`config.mk`:
```
export PLATFORM = sky130hd
export DESIGN_NAME = upg_port
export DESIGN_NICKNAME = d
export VERILOG_FILES = /design/src/include/upg_pkg.sv /design/src/hw/upg_port.sv /design/src/hw/upg_sync.sv
export VERILOG_INCLUDE_DIRS = /design/src /design/src/include
export SDC_FILE = /design/constraint.sdc
export NUM_CORES = 1
export LEC_CHECK = 0
export BUFFER_PORTS_ARGS = -buffer_cell sky130_fd_sc_hd__clkbuf_2
export CAP_MARGIN = 20
export CELL_PAD_IN_SITES_DETAIL_PLACEMENT = 1
export CELL_PAD_IN_SITES_GLOBAL_PLACEMENT = 1
export CORE_UTILIZATION = 32
export CTS_CLUSTER_SIZE = 20
export DETAILED_ROUTE_END_ITERATION = 10
export PLACE_DENSITY = 0.76
export SETUP_SLACK_MARGIN = 0.15
export SLEW_MARGIN = 20
export SYNTH_ARGS = -nofsm -noshare
export SYNTH_HDL_FRONTEND = slang
export SYNTH_HIERARCHICAL = 1
export SYNTH_SLANG_ARGS = --single-unit
```
`constraint.sdc`:
```
create_clock -name clock -period 2.04 [get_ports clock]
set_clock_uncertainty 0.2 [all_clocks]
set_input_delay 0.408 -clock clock [delete_from_list [all_inputs] [get_ports clock]]
set_output_delay 0.408 -clock clock [all_outputs]
set_load 0.02 [all_outputs]
```
`src/include/upg_consts.svh`:
```
/*
  Register indices, bit positions, bus answers and reset values for the
  user port block. Assumes a 32-bit AXI4-Lite bus in which index n sits at
  byte address 4*n.
*/
`ifndef UPG_CONSTS_SVH
`define UPG_CONSTS_SVH

`define UPG_ADDR_W        18
`define UPG_IDX_HS_DATA   16'hdd00
`define UPG_IDX_UL_DATA   16'hdd01
`define UPG_IDX_HS_DIR    16'hdd02
`define UPG_IDX_UL_DIR    16'hdd03
`define UPG_IDX_IRQ_STAT  16'hdd04
`define UPG_IDX_IRQ_CLR   16'hdd05
`define UPG_IDX_IRQ_EN    16'hdd06

`define UPG_BIT_FLAG      0
`define UPG_BIT_HS_LINE   2

`define UPG_SYNC_W        18
`define UPG_SYNC_FLAG     16
`define UPG_SYNC_RESET    17

`define UPG_RESP_OKAY     2'h0
`define UPG_RESP_SLVERR   2'h2

`define UPG_RST_DIR       8'h00
`define UPG_RST_DATA      8'h00
`define UPG_RST_EN        1'h0

`endif

```
`src/include/upg_pkg.sv`:
```
/*
  Types shared by the user port block: channel states, register selects
  and the packed state record of the top module.
  Assumes upg_consts.svh for the widths it names.
*/
`include "upg_consts.svh"

package upg_pkg;

  typedef enum logic [1:0] {
    UPG_WR_COLLECT = 2'h1,
    UPG_WR_RESP    = 2'h2
  } upg_wr_t;

  typedef enum logic [7:0] {
    UPG_SEL_NONE    = 8'h01,
    UPG_SEL_HS_DATA = 8'h02,
    UPG_SEL_UL_DATA = 8'h04,
    UPG_SEL_HS_DIR  = 8'h08,
    UPG_SEL_UL_DIR  = 8'h10,
    UPG_SEL_STAT    = 8'h20,
    UPG_SEL_CLR     = 8'h40,
    UPG_SEL_EN      = 8'h80
  } upg_sel_t;

  typedef struct packed {
    upg_wr_t                wr;
    logic                   awRdy;
    logic                   wRdy;
    logic                   arRdy;
    logic                   awHeld;
    logic [`UPG_ADDR_W-1:0] awAddr;
    logic                   wHeld;
    logic [7:0]             wData;
    logic                   wLane0;
    logic                   bvalid;
    logic [1:0]             bresp;
    logic                   rvalid;
    logic [1:0]             rresp;
    logic [7:0]             rdata;
    logic [7:0]             hsData;
    logic [7:0]             hsDir;
    logic [7:0]             ulData;
    logic [7:0]             ulDir;
    logic                   flagPrev;
    logic                   flagSt;
    logic                   flagEn;
    logic                   irq;
    logic                   resetOe;
    logic                   coldReq;
  } upg_state_t;

  typedef struct packed {
    logic [`UPG_SYNC_W-1:0] first;
    logic [`UPG_SYNC_W-1:0] second;
  } upg_sync_state_t;

endpackage

```
`src/hw/upg_port.sv`:
```
/*
  User port block: eight user lines with direction control, a port whose
  bit 2 is a spare handshake output, a falling-edge flag input with sticky
  status, enable and interrupt, and a system reset line, all behind an
  AXI4-Lite slave. Assumes one clock, synchronous active-high reset, and
  pins resolved outside from the out/oe pairs.
*/
// Function
// - A user line whose direction bit is 1 is driven as an output.
// - A user line whose direction bit is 0 is an input and is not driven.
// - The user data register reads input levels and sets output levels.
// - The user direction register sits two places above the user data register.
// - Only a high-to-low flag transition sets the flag status bit.
// - An enabled, set flag status bit raises the interrupt request.
// - With the flag disabled no interrupt rises, yet the status stays readable.
// - The handshake output is bit 2 of the second port, driven by its own registers.
// - Pulling the reset line low asks for a cold start; the line is also a reset output.
`timescale 1ns/100ps

`include "upg_consts.svh"

module upg_port (
  input  wire logic                   clock,
  input  wire logic                   rst,
  input  wire logic [`UPG_ADDR_W-1:0] awaddr,
  input  wire logic [2:0]             awprot,
  input  wire logic                   awvalid,
  output logic                        awready,
  input  wire logic [31:0]            wdata,
  input  wire logic [3:0]             wstrb,
  input  wire logic                   wvalid,
  output logic                        wready,
  output logic [1:0]                  bresp,
  output logic                        bvalid,
  input  wire logic                   bready,
  input  wire logic [`UPG_ADDR_W-1:0] araddr,
  input  wire logic [2:0]             arprot,
  input  wire logic                   arvalid,
  output logic                        arready,
  output logic [31:0]                 rdata,
  output logic [1:0]                  rresp,
  output logic                        rvalid,
  input  wire logic                   rready,
  input  wire logic [7:0]             userLineIn,
  output logic      [7:0]             userLineOut,
  output logic      [7:0]             userLineOe,
  input  wire logic [7:0]             handshakePortIn,
  output logic      [7:0]             handshakePortOut,
  output logic      [7:0]             handshakePortOe,
  input  wire logic                   flagInput,
  input  wire logic                   resetLineIn,
  output logic                        resetLineOut,
  output logic                        resetLineOe,
  output logic                        coldStartReq,
  output logic                        irq
);
  import upg_pkg::*;

  upg_state_t             s_q;
  upg_state_t             s_d;
  logic [`UPG_SYNC_W-1:0] pinsSync;
  logic [7:0]             ulIn;
  logic [7:0]             hsIn;
  logic                   flagSync;
  logic                   resetSync;
  logic                   flagFall;
  upg_sel_t               wrSel;
  upg_sel_t               rdSel;

  upg_sync u_sync (
    .clock   (clock),
    .rst     (rst),
    .pinsIn  ({resetLineIn, flagInput, handshakePortIn, userLineIn}),
    .pinsOut (pinsSync)
  );

  assign ulIn      = pinsSync[7:0];
  assign hsIn      = pinsSync[15:8];
  assign flagSync  = pinsSync[`UPG_SYNC_FLAG];
  assign resetSync = pinsSync[`UPG_SYNC_RESET];

  // word-aligned decode; misaligned addresses fall to none
  function automatic upg_sel_t decodeSel(input logic [`UPG_ADDR_W-1:0] a);
    upg_sel_t sel;
    sel = UPG_SEL_NONE;
    if (a[1:0] == 2'h0) begin
      case (a[`UPG_ADDR_W-1:2])
        `UPG_IDX_HS_DATA:  sel = UPG_SEL_HS_DATA;
        `UPG_IDX_UL_DATA:  sel = UPG_SEL_UL_DATA;
        `UPG_IDX_HS_DIR:   sel = UPG_SEL_HS_DIR;
        `UPG_IDX_UL_DIR:   sel = UPG_SEL_UL_DIR;
        `UPG_IDX_IRQ_STAT: sel = UPG_SEL_STAT;
        `UPG_IDX_IRQ_CLR:  sel = UPG_SEL_CLR;
        `UPG_IDX_IRQ_EN:   sel = UPG_SEL_EN;
        default:           sel = UPG_SEL_NONE;
      endcase
    end
    return sel;
  endfunction

  // inputs show pin levels, outputs show the latch
  function automatic logic [7:0] portView(input logic [7:0] pins,
                                          input logic [7:0] data,
                                          input logic [7:0] dir);
    return (pins & ~dir) | (data & dir);
  endfunction

  assign flagFall = s_q.flagPrev & ~flagSync;
  assign wrSel    = decodeSel(s_q.awAddr);
  assign rdSel    = decodeSel(araddr);

  always_comb begin
    s_d          = s_q;
    s_d.flagPrev = flagSync;
    s_d.resetOe  = 1'b0;
    s_d.coldReq  = ~resetSync;

    // response handshakes release the channel first
    if (s_q.bvalid && bready) begin
      s_d.bvalid = 1'b0;
      s_d.wr     = UPG_WR_COLLECT;
    end
    if (s_q.rvalid && rready) begin
      s_d.rvalid = 1'b0;
    end

    // address and data taken in either order
    if (s_q.awRdy && awvalid) begin
      s_d.awHeld = 1'b1;
      s_d.awAddr = awaddr;
    end
    if (s_q.wRdy && wvalid) begin
      s_d.wHeld  = 1'b1;
      s_d.wData  = wdata[7:0];
      s_d.wLane0 = wstrb[0];
    end

    if (s_q.wr == UPG_WR_COLLECT && s_q.awHeld && s_q.wHeld) begin
      s_d.awHeld = 1'b0;
      s_d.wHeld  = 1'b0;
      s_d.bvalid = 1'b1;
      s_d.bresp  = `UPG_RESP_OKAY;
      s_d.wr     = UPG_WR_RESP;
      case (wrSel)
        UPG_SEL_HS_DATA: if (s_q.wLane0) s_d.hsData = s_q.wData;
        UPG_SEL_UL_DATA: if (s_q.wLane0) s_d.ulData = s_q.wData;
        UPG_SEL_HS_DIR:  if (s_q.wLane0) s_d.hsDir = s_q.wData;
        UPG_SEL_UL_DIR:  if (s_q.wLane0) s_d.ulDir = s_q.wData;
        UPG_SEL_CLR: begin
          if (s_q.wLane0 && s_q.wData[`UPG_BIT_FLAG]) begin
            s_d.flagSt = 1'b0;
          end
        end
        UPG_SEL_EN:      if (s_q.wLane0) s_d.flagEn = s_q.wData[`UPG_BIT_FLAG];
        UPG_SEL_STAT:    s_d.bresp = `UPG_RESP_OKAY;
        default:         s_d.bresp = `UPG_RESP_SLVERR;
      endcase
    end

    // edge applied after the clear so a same-cycle edge is kept
    if (flagFall) begin
      s_d.flagSt = 1'b1;
    end

    if (s_q.arRdy && arvalid) begin
      s_d.rvalid = 1'b1;
      s_d.rresp  = `UPG_RESP_OKAY;
      s_d.rdata  = 8'h00;
      case (rdSel)
        UPG_SEL_HS_DATA: s_d.rdata = portView(hsIn, s_q.hsData, s_q.hsDir);
        UPG_SEL_UL_DATA: s_d.rdata = portView(ulIn, s_q.ulData, s_q.ulDir);
        UPG_SEL_HS_DIR:  s_d.rdata = s_q.hsDir;
        UPG_SEL_UL_DIR:  s_d.rdata = s_q.ulDir;
        UPG_SEL_STAT:    s_d.rdata[`UPG_BIT_FLAG] = s_q.flagSt;
        UPG_SEL_CLR:     s_d.rdata = 8'h00;
        UPG_SEL_EN:      s_d.rdata[`UPG_BIT_FLAG] = s_q.flagEn;
        default:         s_d.rresp = `UPG_RESP_SLVERR;
      endcase
    end

    // one write and one read in flight at most
    s_d.awRdy = ~s_d.awHeld && (s_d.wr == UPG_WR_COLLECT);
    s_d.wRdy  = ~s_d.wHeld && (s_d.wr == UPG_WR_COLLECT);
    s_d.arRdy = ~s_d.rvalid;
    s_d.irq   = s_d.flagSt & s_d.flagEn;
  end

  always_ff @(posedge clock) begin
    if (rst) begin
      s_q         <= '0;
      s_q.wr      <= UPG_WR_COLLECT;
      s_q.hsDir   <= `UPG_RST_DIR;
      s_q.ulDir   <= `UPG_RST_DIR;
      s_q.hsData  <= `UPG_RST_DATA;
      s_q.ulData  <= `UPG_RST_DATA;
      s_q.flagEn  <= `UPG_RST_EN;
      s_q.resetOe <= 1'b1;
    end else begin
      s_q <= s_d;
    end
  end

  assign awready          = s_q.awRdy;
  assign wready           = s_q.wRdy;
  assign arready          = s_q.arRdy;
  assign bvalid           = s_q.bvalid;
  assign bresp            = s_q.bresp;
  assign rvalid           = s_q.rvalid;
  assign rresp            = s_q.rresp;
  assign rdata            = {24'h000000, s_q.rdata};
  assign userLineOut      = s_q.ulData;
  assign userLineOe       = s_q.ulDir;
  assign handshakePortOut = s_q.hsData;
  assign handshakePortOe  = s_q.hsDir;
  // open-drain: only ever pulls low, while reset holds and one cycle after
  assign resetLineOut     = 1'b0;
  assign resetLineOe      = s_q.resetOe;
  assign coldStartReq     = s_q.coldReq;
  assign irq              = s_q.irq;

  a_ul_dir_drive: assert property (@(posedge clock) disable iff (rst)
    (s_q.wr == UPG_WR_COLLECT && s_q.awHeld && s_q.wHeld && s_q.wLane0
     && wrSel == UPG_SEL_UL_DIR) |=> (userLineOe == $past(s_q.wData)))
    else $error("user line enables do not follow direction write");

  a_ul_input_float: assert property (@(posedge clock) disable iff (rst)
    (userLineOe == 8'h00 && !(s_q.awHeld && s_q.wHeld)) |=> (userLineOe == 8'h00))
    else $error("input line became driven without a direction write");

  a_ul_read_mix: assert property (@(posedge clock) disable iff (rst)
    (arvalid && arready && rdSel == UPG_SEL_UL_DATA) |=>
      (rvalid && rdata[7:0] == (($past(ulIn) & ~$past(userLineOe))
                                | ($past(userLineOut) & $past(userLineOe)))))
    else $error("user data read does not mix pins and latch");

  a_ul_dir_addr: assert property (@(posedge clock) disable iff (rst)
    (arvalid && arready && araddr == {`UPG_IDX_UL_DATA + 16'h0002, 2'h0}) |=>
      (rresp == `UPG_RESP_OKAY && rdata[7:0] == $past(userLineOe)))
    else $error("direction register not two above user data");

  a_flag_fall_set: assert property (@(posedge clock) disable iff (rst)
    ($past(flagSync) && !flagSync) |=> s_q.flagSt)
    else $error("falling flag edge did not set status");

  a_flag_no_rise: assert property (@(posedge clock) disable iff (rst)
    (!s_q.flagSt && !flagFall) |=> !s_q.flagSt)
    else $error("flag status set without a falling edge");

  a_irq_enabled: assert property (@(posedge clock) disable iff (rst)
    (flagFall && s_q.flagEn && !(s_q.awHeld && s_q.wHeld)) |=> irq)
    else $error("enabled flag did not raise interrupt");

  a_irq_masked: assert property (@(posedge clock) disable iff (rst)
    (!s_q.flagEn && !(s_q.awHeld && s_q.wHeld)) |=> !irq)
    else $error("interrupt raised while flag disabled");

  a_hs_line_out: assert property (@(posedge clock) disable iff (rst)
    (s_q.wr == UPG_WR_COLLECT && s_q.awHeld && s_q.wHeld && s_q.wLane0
     && wrSel == UPG_SEL_HS_DATA) |=>
      (handshakePortOut[`UPG_BIT_HS_LINE] == $past(s_q.wData[`UPG_BIT_HS_LINE])))
    else $error("handshake bit did not follow port write");

  a_cold_start: assert property (@(posedge clock) disable iff (rst)
    $fell(resetSync) |=> coldStartReq [*1] ##0 !resetLineOe)
    else $error("low reset line did not request cold start");

  a_dir_reset: assert property (@(posedge clock)
    (!rst && $past(rst)) |-> (userLineOe == 8'h00 && handshakePortOe == 8'h00
                              && resetLineOe))
    else $error("ports not all inputs after reset");

endmodule

```
`src/hw/upg_sync.sv`:
```
/*
  Two-flop synchroniser for every pin level entering the user port block.
  Assumes its inputs may change at any time relative to clock.
*/
`timescale 1ns/100ps

`include "upg_consts.svh"

module upg_sync (
  input  wire logic                   clock,
  input  wire logic                   rst,
  input  wire logic [`UPG_SYNC_W-1:0] pinsIn,
  output logic      [`UPG_SYNC_W-1:0] pinsOut
);
  import upg_pkg::*;

  upg_sync_state_t s_q;
  upg_sync_state_t s_d;

  // first stage feeds only the second stage
  always_comb begin
    s_d        = s_q;
    s_d.first  = pinsIn;
    s_d.second = s_q.first;
  end

  always_ff @(posedge clock) begin
    if (rst) begin
      s_q <= '0;
    end else begin
      s_q <= s_d;
    end
  end

  assign pinsOut = s_q.second;

endmodule

```
# ---- Word level (Yosys, flattened, before mapping)
# Cells that the tools add are included.
dict set report totals {
  register_bits 122
  in_bits 103
  output_inout_bits 77
  wordCells 115
}
dict set report op_classes {
  eq_ne 30
  n_mux 25
  bitwise_logic 15
  n_reduce_logical 19
}
# op n
set ops {}
lappend ops {{$eq A16 B16 Y1 const B} 14}
lappend ops {{$pmux W8 S7} 2}
lappend ops {{$and A8 B8 Y8} 4}
lappend ops {{$pmux W7 S4} 1}
lappend ops {{$mux W19} 1}
lappend ops {{$eq A8 B2 Y1 const B} 2}
lappend ops {{$eq A8 B3 Y1 const B} 2}
lappend ops {{$eq A8 B4 Y1 const B} 2}
lappend ops {{$eq A8 B5 Y1 const B} 2}
lappend ops {{$eq A8 B6 Y1 const B} 2}
lappend ops {{$eq A8 B7 Y1 const B} 2}
lappend ops {{$eq A8 B8 Y1 const B} 2}
lappend ops {{$mux W8} 2}
lappend ops {{$not A8 Y8} 2}
lappend ops {{$or A8 B8 Y8} 2}
lappend ops {{$reduce_or A7 Y1} 2}
lappend ops {{$mux W2} 6}
lappend ops {{$reduce_and A3 Y1} 4}
lappend ops {{$mux W11} 1}
lappend ops {{$logic_and A1 B1 Y1} 10}
lappend ops {{$mux W10} 1}
lappend ops {{$mux W1} 9}
lappend ops {{$pmux W1 S6} 1}
lappend ops {{$not A1 Y1} 5}
lappend ops {{other kinds (5)} 8}

# ---- Logic depth before layout (Yosys ltp)
# Gate-level depths: netlist of run 1.
dict set report logic_depth {
  depth_word 8
  mapped_depth 6
  depth_no_buf 4
}

# ---- By module
# The synthesis of run 1 kept the hierarchy.
# mod instances cells_per_inst area_each_um2 seq_area_each_um2
set by_module_without_submodules {}
lappend by_module_without_submodules {upg_port 1 511 4036.4 1681.6}
lappend by_module_without_submodules {upg_sync 1 75 994.7 720.7}

# ---- Least setup slack after synthesis of run 1
# No wires, ideal clock.
dict set report synth_path {
  kind {reg-to-reg}
  from {register s_q[69] (netlist bit)}
  to {register s_q[3] (netlist bit)}
  setup_time_ps 118
  arrival_ps 1864
  setup_slack_ps -142
  stages_incl_launch_ff 6
  path_buffers 1
  period_less_slack_ps 2182
  cell_sequence {dfxtp_1 > or4_4 > or4_1 > clkbuf_2 > or3_4 > mux2i_1}
}
dict set report synth_between {
  elab_chain_len 6
  elab_cells_between_ends 12
}
# item line_no
set synth_rtl {}
lappend synth_rtl {{start, declared} upg_port.sv:59} ;# upg_state_t s_q;
lappend synth_rtl {{$eq A16 B16 Y1} upg_port.sv:87} ;# case (a[`UPG_ADDR_W-1:2])
lappend synth_rtl {{$pmux W8 S7 *} upg_port.sv:87}
lappend synth_rtl {{$mux W8 *} upg_port.sv:86} ;# if (a[1:0] == 2'h0) begin
lappend synth_rtl {{$eq A8 B8 Y1 *} upg_port.sv:144} ;# case (wrSel)
lappend synth_rtl {{$mux W1 *} upg_port.sv:144}
lappend synth_rtl {{$mux W2 *} upg_port.sv:138} ;# if (s_q.wr == UPG_WR_COLLECT && s_q.awHeld && s_q.wHeld) begin
# Mark *: on every way between the ends. The rest lies on a longest branch, timed or not.
# A chain may end at the register's enable or synchronous reset.

# ---- Worst setup path after layout of run 1
# Same ends and word-level chain as after synthesis.

==> results of run 1 <==
-- routing by layer --
metal  part of all wire [%]  track usage (%)
met1                     43             21.9
met2                     49             29.9
met3                    5.5             4.94
met4                    2.4             8.47
met5                      0                0
-- worst max-delay path, cell delays in order (launching register included) --
cell     delay (ps)
dfxtp_2         310
or4_4           520
or4_4           470
or3_4           420
mux2i_1         120
-- power by group --
part	internal (mW)	leakage [nW]	switching, mW	total (mW)
Combinational	0.153	1.18	0.236	0.389
Clock	2.01	0.294	1.07	3.07
Sequential	2.43	0.980	0.0490	2.47
-- registers in the layout, summed over array words and instances (netlist names), 8 cells and up --
register,cells
rdata,8
handshakePortOut,8
userLineOut,8
handshakePortOe,8
s_q,34
u_sync/s_d,18
u_sync/pinsOut,18
userLineOe,8
-- timing repair --
action,CTS,global route
setup endpoints to repair,35,35
cloned,0,0
hold buffers,3,0
buffers inserted,0,1
hold endpoints to repair,3,0
pin swaps,0,1
resized for setup,13,31
-- logic make-up after synthesis --
kind of cell / after synthesis / synth area share, %
buffers and inverters: 104 / 13.4
AO/OA/AOI/OAI: 153 / 15.9
flip-flops: 120 / 47.7
multiplexers: 3 / 0.597
other: 1 / 0.0745
AND/OR/NAND/NOR: 205 / 22.3
-- stage by stage --
| step | hold slack, ps | TNS, ps | utilization, % | instance area (µm²) |
|---|---|---|---|---|
| after detailed placement | 183 | -6170 | 35.9 | 5470 |
| after global routing | 2.68 | -2930 | 40.4 | 6170 |
| after global placement | 178 | -4510 | 35.9 | 5470 |
| after CTS | 0.656 | -1960 | 40.2 | 6140 |
| after floorplan | 168 | -1550 | - | 5130 |
| final | 10.5 | -919 | 40.4 | 6170 |
-- cell usage after synthesis, drive strengths merged --
master	n	area (µm²)
nand2b	12	75.1
clkbuf	28	106
mux2i	3	30.0
nor4	2	18.8
o21bai	1	7.51
o31ai	1	7.51
a211oi	2	15.0
and2	3	18.8
nand2	70	263
or4	2	18.8
dfxtp	120	2400
conb	1	3.75
nand4	2	12.5
buf	75	563
o31a	1	8.76
a211o	1	8.76
and4	1	8.76
nor3b	1	7.51
inv	1	3.75
a311oi	1	8.76
and3b	1	8.76
or4b	1	10.0
nand3	36	180
nor4b	3	32.5
o22ai	1	6.26
a2111oi	2	17.5
or3	1	11.3
o2111ai	1	8.76
a31oi	2	12.5
nor2b	34	213
and4b	1	10.0
or3b	8	70.1
nor2	11	41.3
and2b	6	52.6
nand3b	1	7.51
a21oi	78	390
nand4b	3	26.3
and3	3	18.8
o21ai	62	310
nor3	3	15.0
-- worst max path at each step --
stage / start / end / slack (ps) / cells after the start
after detailed placement: s_q[69] / userLineOe[3] / -240 / 5
after CTS: s_q[69] / s_q[3] / -120 / 4
after floorplan: s_q[69] / s_q[3] / -140 / 5
after global routing: s_q[69] / s_q[3] / -160 / 4
after global placement: s_q[69] / irq / -180 / 5
final: s_q[69] / s_q[3] / -130 / 4
-- area by class of cell --
class / count / area share [%]
Clock inverter: 11 / 2.35
Inverter: 1 / 0.0608
Timing Repair Buffer: 137 / 12.8
Clock buffer: 20 / 7.56
Multi-Input combinational cell: 388 / 34.0
Sequential cell: 120 / 38.9
Tap cell: 211 / 4.28
==> impl_metrics.tcl, run 1 <==
set metrics [dict create \
    status "finished, violations left" \
    failed_checks "setup timing" \
    path_max_fanout 2 \
    max-vdd-ir-drop_uv 552 \
    r2r-start "s_q[69]" \
    rr_worst_depth 4 \
    fin_crit_ps 2170 \
    tightest_slew_ps 685 \
    clk_pin_slew_worst_paths_ps 50 \
    setup_violations 34 \
    critPathRequiredTime_ps 2140 \
    fin_cells 888 \
    antenna_left 0 \
    routabilityCongestion 0.768 \
    most-common-layout-cells "dfxtp_1, clkbuf_2, a21oi_1, nand2_1, nand3_1" \
    ys_ff_latch 120 \
    dr_total_vias 4257 \
    maxCapViolations 0 \
    grt_pass1_vias 4360 \
    reg2reg_setup_slack_ps -130 \
    cts_tree "yes" \
    grt_antenna_before_repair 0 \
    synth_area_mm2 0.00503 \
    power_density_mw_per_mm2 962 \
    fill_cells 1802 \
    yosysSeqAreaShare_pct 47.7 \
    antennaDiodeCount 0 \
    path_class "flop to flop" \
    hold-path-cell-count 2 \
    avgViaCountPerCell 4.79 \
    finalCritPeriodShare_pct 106 \
    worst-endpoint-arrival_ps 2260 \
    place_hpwl_um 9970 \
    routed_wl_um 14100 \
    whs_endpoint "u_sync/s_d[11]" \
    grt_max_degree 71 \
    slew_headroom_pct 54.4 \
    cp-start-kind "flop" \
    power.leakage_nw 2.46 \
    worstHoldStart "handshakePortIn[3]" \
    cts_sinks 120 \
    drt_pre_antenna_iters 4 \
    drc_errors 0 \
    end_kind "flop" \
    fin_ws_ps -127 \
    multi_input_area_mm2 0.00210 \
    die_area_mm2 0.0162 \
    drt_iter0_drc 166 \
    hold_viol 0 \
    grt_usage_pct 18.1 \
    placementRows 45 \
    dp.cells 853 \
    pre_cts_ws_ps -242 \
    mostFrequentLayoutCell "dfxtp_1" \
    fmax_ghz 0.462 \
    pin_count 180 \
    wire_per_inst_um 15.9 \
    p_total_mw 5.94 \
    timing.rr.end "s_q[3]" \
    syn_inst 586 \
    h-tree-depth 4 \
    core_area_mm2 0.0153 \
    grt_pass1_wl_um 22500 \
    dieWidth_um 127 \
    area_delta_synth_final_pct 22.7 \
    yosys_warnings 6 \
    die_h_um 127 \
    start_util_pct 33.0 \
    layout-drive-gt1-share_pct 28.2 \
    hp-class "primary input to flop" \
    synth_cell_types 46 \
    num-nets-final 768 \
    cts_max_path_buffers 2 \
    cts_buffers 17 \
    drv_slew 0 \
    grt_setup_unrepaired "true" \
    place.port_buffers 119 \
    worstSkewPairLatency_ps 410 \
    grt_overflow 0 \
    syn_area_per_cell_um2 8.59 \
    ff_latch_area_mm2 0.00240 \
    cts-root-buf "clkbuf_16" \
]
No activity file was read; power rests on OpenSTA's default activity.
==> inputs of run 2 (changes only) <==
--- a/config.mk
+++ b/config.mk
@@ -14,7 +14,6 @@
 export CTS_CLUSTER_SIZE = 20
 export DETAILED_ROUTE_END_ITERATION = 10
 export PLACE_DENSITY = 0.76
-export SETUP_SLACK_MARGIN = 0.15
 export SLEW_MARGIN = 20
 export SYNTH_ARGS = -nofsm -noshare
 export SYNTH_HDL_FRONTEND = slang
==> run 2 against run 1 <==
The run still ends with setup timing left. Non-clock buffer count grew 5. Count of clock-buffer cells in the layout increased by 1. Sequential share of layout area rose by 0.21 points. Combinational power is 2% higher. Via count is 0.59% higher. Maximum frequency grew 0.21%. Utilization fell by 0.22 points. First-iteration DRC count shrank 0.60%. Clock power is 5% lower.
==> impl_metrics.tcl, run 2 (synthesized netlist as in run 1, its figures left out) <==
set metrics [dict create \
    status "finished, violations left" \
    failed_checks "setup timing" \
    max-vdd-ir-drop_uv 610 \
    maxCapViolations 0 \
    placementRows 45 \
    grt_pass1_wl_um 22200 \
    tightest_slew_ps 651 \
    power.leakage_nw 2.45 \
    slowest_delay_ps 520 \
    cts_sinks 120 \
    antenna_left 0 \
    core_area_mm2 0.0153 \
    most-common-layout-cells "dfxtp_1, clkbuf_2, a21oi_1, nand2_1, o21ai_0" \
    path_class "flop to flop" \
    layout-drive-gt1-share_pct 27.4 \
    hp-class "primary input to flop" \
    grt_pass1_vias 4392 \
    cts_buffers 17 \
    reg2reg_setup_slack_ps -120 \
    finalCritPeriodShare_pct 106 \
    num-nets-final 773 \
    pin_count 180 \
    hold_viol 0 \
    fin_crit_ps 2160 \
    dr_total_vias 4282 \
    worstPathCellList "or4_4 -> or4_4 -> or3_4 -> mux2i_1" \
    start_util_pct 33.0 \
    setup_violations 35 \
    crit_slowest_cell "or4_4" \
    end_kind "flop" \
    routabilityCongestion 0.779 \
    dp.cells 857 \
    power_density_mw_per_mm2 944 \
    fmax_ghz 0.462 \
    worstSkewPairLatency_ps 410 \
    path_common_cell "or4_4" \
    grt_overflow 0 \
    cts_tree "yes" \
    largest-register "s_q" \
    cp-start-kind "flop" \
    die_area_mm2 0.0162 \
    avgViaCountPerCell 4.79 \
    dieWidth_um 127 \
    worst-endpoint-arrival_ps 2260 \
    routed_wl_um 14100 \
    cts_max_path_buffers 2 \
    area_delta_synth_final_pct 22.0 \
    grt_antenna_before_repair 0 \
    cts-root-buf "clkbuf_16" \
    die_h_um 127 \
    drt_pre_antenna_iters 4 \
    mostFrequentLayoutCell "dfxtp_1" \
    largest_reg_flops 34 \
    slew_headroom_pct 56.6 \
    path_max_fanout 3 \
    fin_cells 894 \
    clk_pin_slew_worst_paths_ps 60 \
    drc_errors 0 \
    critPathRequiredTime_ps 2140 \
    wire_per_inst_um 15.8 \
    p_total_mw 5.79 \
    grt_max_degree 68 \
    h-tree-depth 4 \
    drt_iter0_drc 165 \
    place_hpwl_um 10200 \
    grt_setup_unrepaired "true" \
    drv_slew 0 \
    place.port_buffers 119 \
    holdWs_ps 16.4 \
    antennaDiodeCount 0 \
    grt_usage_pct 18.0 \
    fin_ws_ps -122 \
]
run 2: final timing paths:
kind | from | cells past startpoint | endpoint
worst max-delay path | s_q[69] | 4 | s_q[3]
worst min-delay path | userLineIn[7] | 2 | u_sync/s_d[7]
worst max register to register | s_q[69] | 4 | s_q[3]
worst min register to register | u_sync/pinsOut[17] | 1 | coldStartReq
run 2: through the flow:
stage	setup WS, ps	setup TNS [ps]	utilization (%)	area, µm²
finish	-122	-1660	40.2	6140
global route	-146	-3580	40.2	6140
CTS	-123	-2290	40.2	6130
detailed placement	-201	-6060	36.0	5490
global placement	-164	-4210	36.0	5490
floorplan	-142	-1550	-	5130
run 2: layer usage:
metal,up-vias,global-route usage [%],share of wire (%)
met1,2083,20.9,43
li1,2074,-,-
met4,0,6.30,1.2
met5,-,0,0
met2,112,30.8,50
met3,13,6.11,6.1
run 2: what timing repair did:
| action | in CTS | in global routing |
|---|---|---|
| pin swaps | 0 | 1 |
| endpoints found under the setup margin | 35 | 35 |
| hold endpoints to repair | 5 | 0 |
| hold buffers | 5 | 0 |
| buffers inserted | 0 | 0 |
| gates resized for setup | 6 | 18 |
run 2: final cells by class:
cell class | instances | area (µm²)
Fill cell | 1827 | 9120
Sequential cell | 120 | 2400
Multi-Input combinational cell | 388 | 2070
Timing Repair Buffer | 142 | 816
Clock buffer | 21 | 460
Tap cell | 211 | 264
Clock inverter | 11 | 124
Inverter | 1 | 3.75
run 2: power by group:
group / leakage, nW / switching (mW) / internal [mW]
Sequential: 0.980 / 0.0510 / 2.43
Combinational: 1.19 / 0.237 / 0.159
Clock: 0.279 / 1.06 / 1.86
run 2: worst max-delay path, delay by kind of cell, from the launching register on:
kind | cells | cell delay, ps
simple gates | 3 | 1400
flops | 1 | 310
mux | 1 | 130
==> inputs of run 3 (changes only) <==
--- a/config.mk
+++ b/config.mk
@@ -14,6 +14,7 @@
 export CTS_CLUSTER_SIZE = 20
 export DETAILED_ROUTE_END_ITERATION = 10
 export PLACE_DENSITY = 0.76
+export SKIP_CTS_REPAIR_TIMING = 1
 export SLEW_MARGIN = 20
 export SYNTH_ARGS = -nofsm -noshare
 export SYNTH_HDL_FRONTEND = slang
==> run 3 against run 2 <==
The run still ends with setup timing left. Utilization is 0.33 points lower. Die area stayed put. Via count is 1.1% lower. Global-route usage is 0.099 points lower. Total power hardly changed. Worst setup slack worse by 2.2 ps. Wire length is 0.74% lower. Hold slack worse by 7.5 ps. Cell area is 0.82% lower. Combinational power is 2% lower. Sequential power hardly changed. Non-clock buffer count is 5 lower. Largest power group unchanged. Highest routed layer unchanged.
==> impl_metrics.tcl, run 3 (synthesized netlist as in run 1, its figures left out) <==
set metrics [dict create \
    grt_antenna_before_repair 0 \
    grt_pass1_vias 4340 \
    dieWidth_um 127 \
    tightest_slew_ps 650 \
    drc_errors 0 \
    cts_sinks 120 \
    layout-drive-gt1-share_pct 27.6 \
    placementRows 45 \
    crit_slowest_cell "or4_4" \
    final_util_pct 39.9 \
    path_common_cell "or4_4" \
    worstSkewPairLatency_ps 420 \
    largest-register "s_q" \
    dr_total_vias 4235 \
    setup_violations 35 \
    fin_ws_ps -125 \
    status "finished, violations left" \
    clk_pin_slew_worst_paths_ps 60 \
    cts_buffers 17 \
    path_max_fanout 3 \
    area_delta_synth_final_pct 21.0 \
    grt_pass1_wl_um 22100 \
    power_density_mw_per_mm2 951 \
    finalCritPeriodShare_pct 106 \
    cp-start-kind "flop" \
    avgViaCountPerCell 4.76 \
    pin_count 180 \
    die_area_mm2 0.0162 \
    mostFrequentLayoutCell "dfxtp_1" \
    p_total_mw 5.79 \
    maxCapViolations 0 \
    grt_setup_unrepaired "true" \
    most-common-layout-cells "dfxtp_1, clkbuf_2, a21oi_1, nand2_1, o21ai_0" \
    max-vdd-ir-drop_uv 611 \
    path_class "flop to flop" \
    worst-endpoint-arrival_ps 2260 \
    fmax_ghz 0.462 \
    fill_cells 1830 \
    routed_wl_um 14000 \
    power.leakage_nw 2.43 \
    grt_max_degree 68 \
    place.port_buffers 119 \
    drt_pre_antenna_iters 4 \
    fin_crit_ps 2160 \
    failed_checks "setup timing" \
    pre_cts_ws_ps -201 \
    end_kind "flop" \
    slew_headroom_pct 56.6 \
    grt_overflow 0 \
    drv_slew 0 \
    grt_usage_pct 17.9 \
    wire_per_inst_um 15.8 \
    antenna_left 0 \
    critPathRequiredTime_ps 2140 \
    hp-class "primary input to flop" \
    place_hpwl_um 10200 \
    routabilityCongestion 0.779 \
    core_area_mm2 0.0153 \
    die_h_um 127 \
    num-nets-final 768 \
    h-tree-depth 4 \
    drt_iter0_drc 188 \
    largest_reg_flops 34 \
    cts_max_path_buffers 2 \
    hold_viol 0 \
    antennaDiodeCount 0 \
    slowest_delay_ps 520 \
    worstPathCellList "or4_4 -> or4_4 -> or3_4 -> mux2i_1" \
    cts_tree "yes" \
    cts-root-buf "clkbuf_16" \
    start_util_pct 33.0 \
]
[run 3: path summary, 6_finish.rpt]
kind | cells after the start | slack, ps | from | endpoint
setup / recovery | 4 | -120 | s_q[69] | s_q[3]
hold / removal | 2 | 9 | userLineIn[6] | u_sync/s_d[6]
setup reg to reg | 4 | -120 | s_q[69] | s_q[3]
hold reg to reg | 1 | 200 | u_sync/pinsOut[17] | coldStartReq
[run 3: final cells by class]
type / count / area [µm²] / share of cell area [%]
clock inverters: 11 / 124 / 2.03
inverters: 1 / 3.75 / 0.0617
clock buffers: 21 / 460 / 7.56
repair buffers: 137 / 766 / 12.6
well taps: 211 / 264 / 4.34
multi-input cells: 388 / 2070 / 33.9
flip-flops and latches: 120 / 2400 / 39.5
[run 3: where the power goes]
group,switching (mW),internal [mW],leakage (nW)
logic,0.236,0.152,1.17
registers,0.0505,2.43,0.980
clock network,1.07,1.86,0.279
[run 3: per-stage QoR]
| stage | instance area, µm² | instances | hold slack, ps | TNS, ps |
|---|---|---|---|---|
| after floorplan | 5130 | 612 | 168 | -1550 |
| after global placement | 5490 | 857 | 177 | -4210 |
| after detailed placement | 5490 | 857 | 184 | -6060 |
| after CTS | 6070 | 889 | -10.2 | -6090 |
| after global routing | 6090 | 889 | 4.82 | -3570 |
| final | 6090 | 889 | 8.91 | -1630 |
[run 3: layer usage]
layer	share of wire [%]	wire, µm	global-route usage, %
met1	42	5880	20.9
met2	50	7060	30.4
met3	6.6	925	6.11
met4	1.2	162	6.30
met5	0	0	0
[run 3: critical path, delay by kind of cell, from the launching register on]
| kind | cells | cell delay (ps) |
|---|---|---|
| multiplexers | 1 | 130 |
| AND/OR/NAND/NOR | 3 | 1400 |
| flip-flops | 1 | 310 |
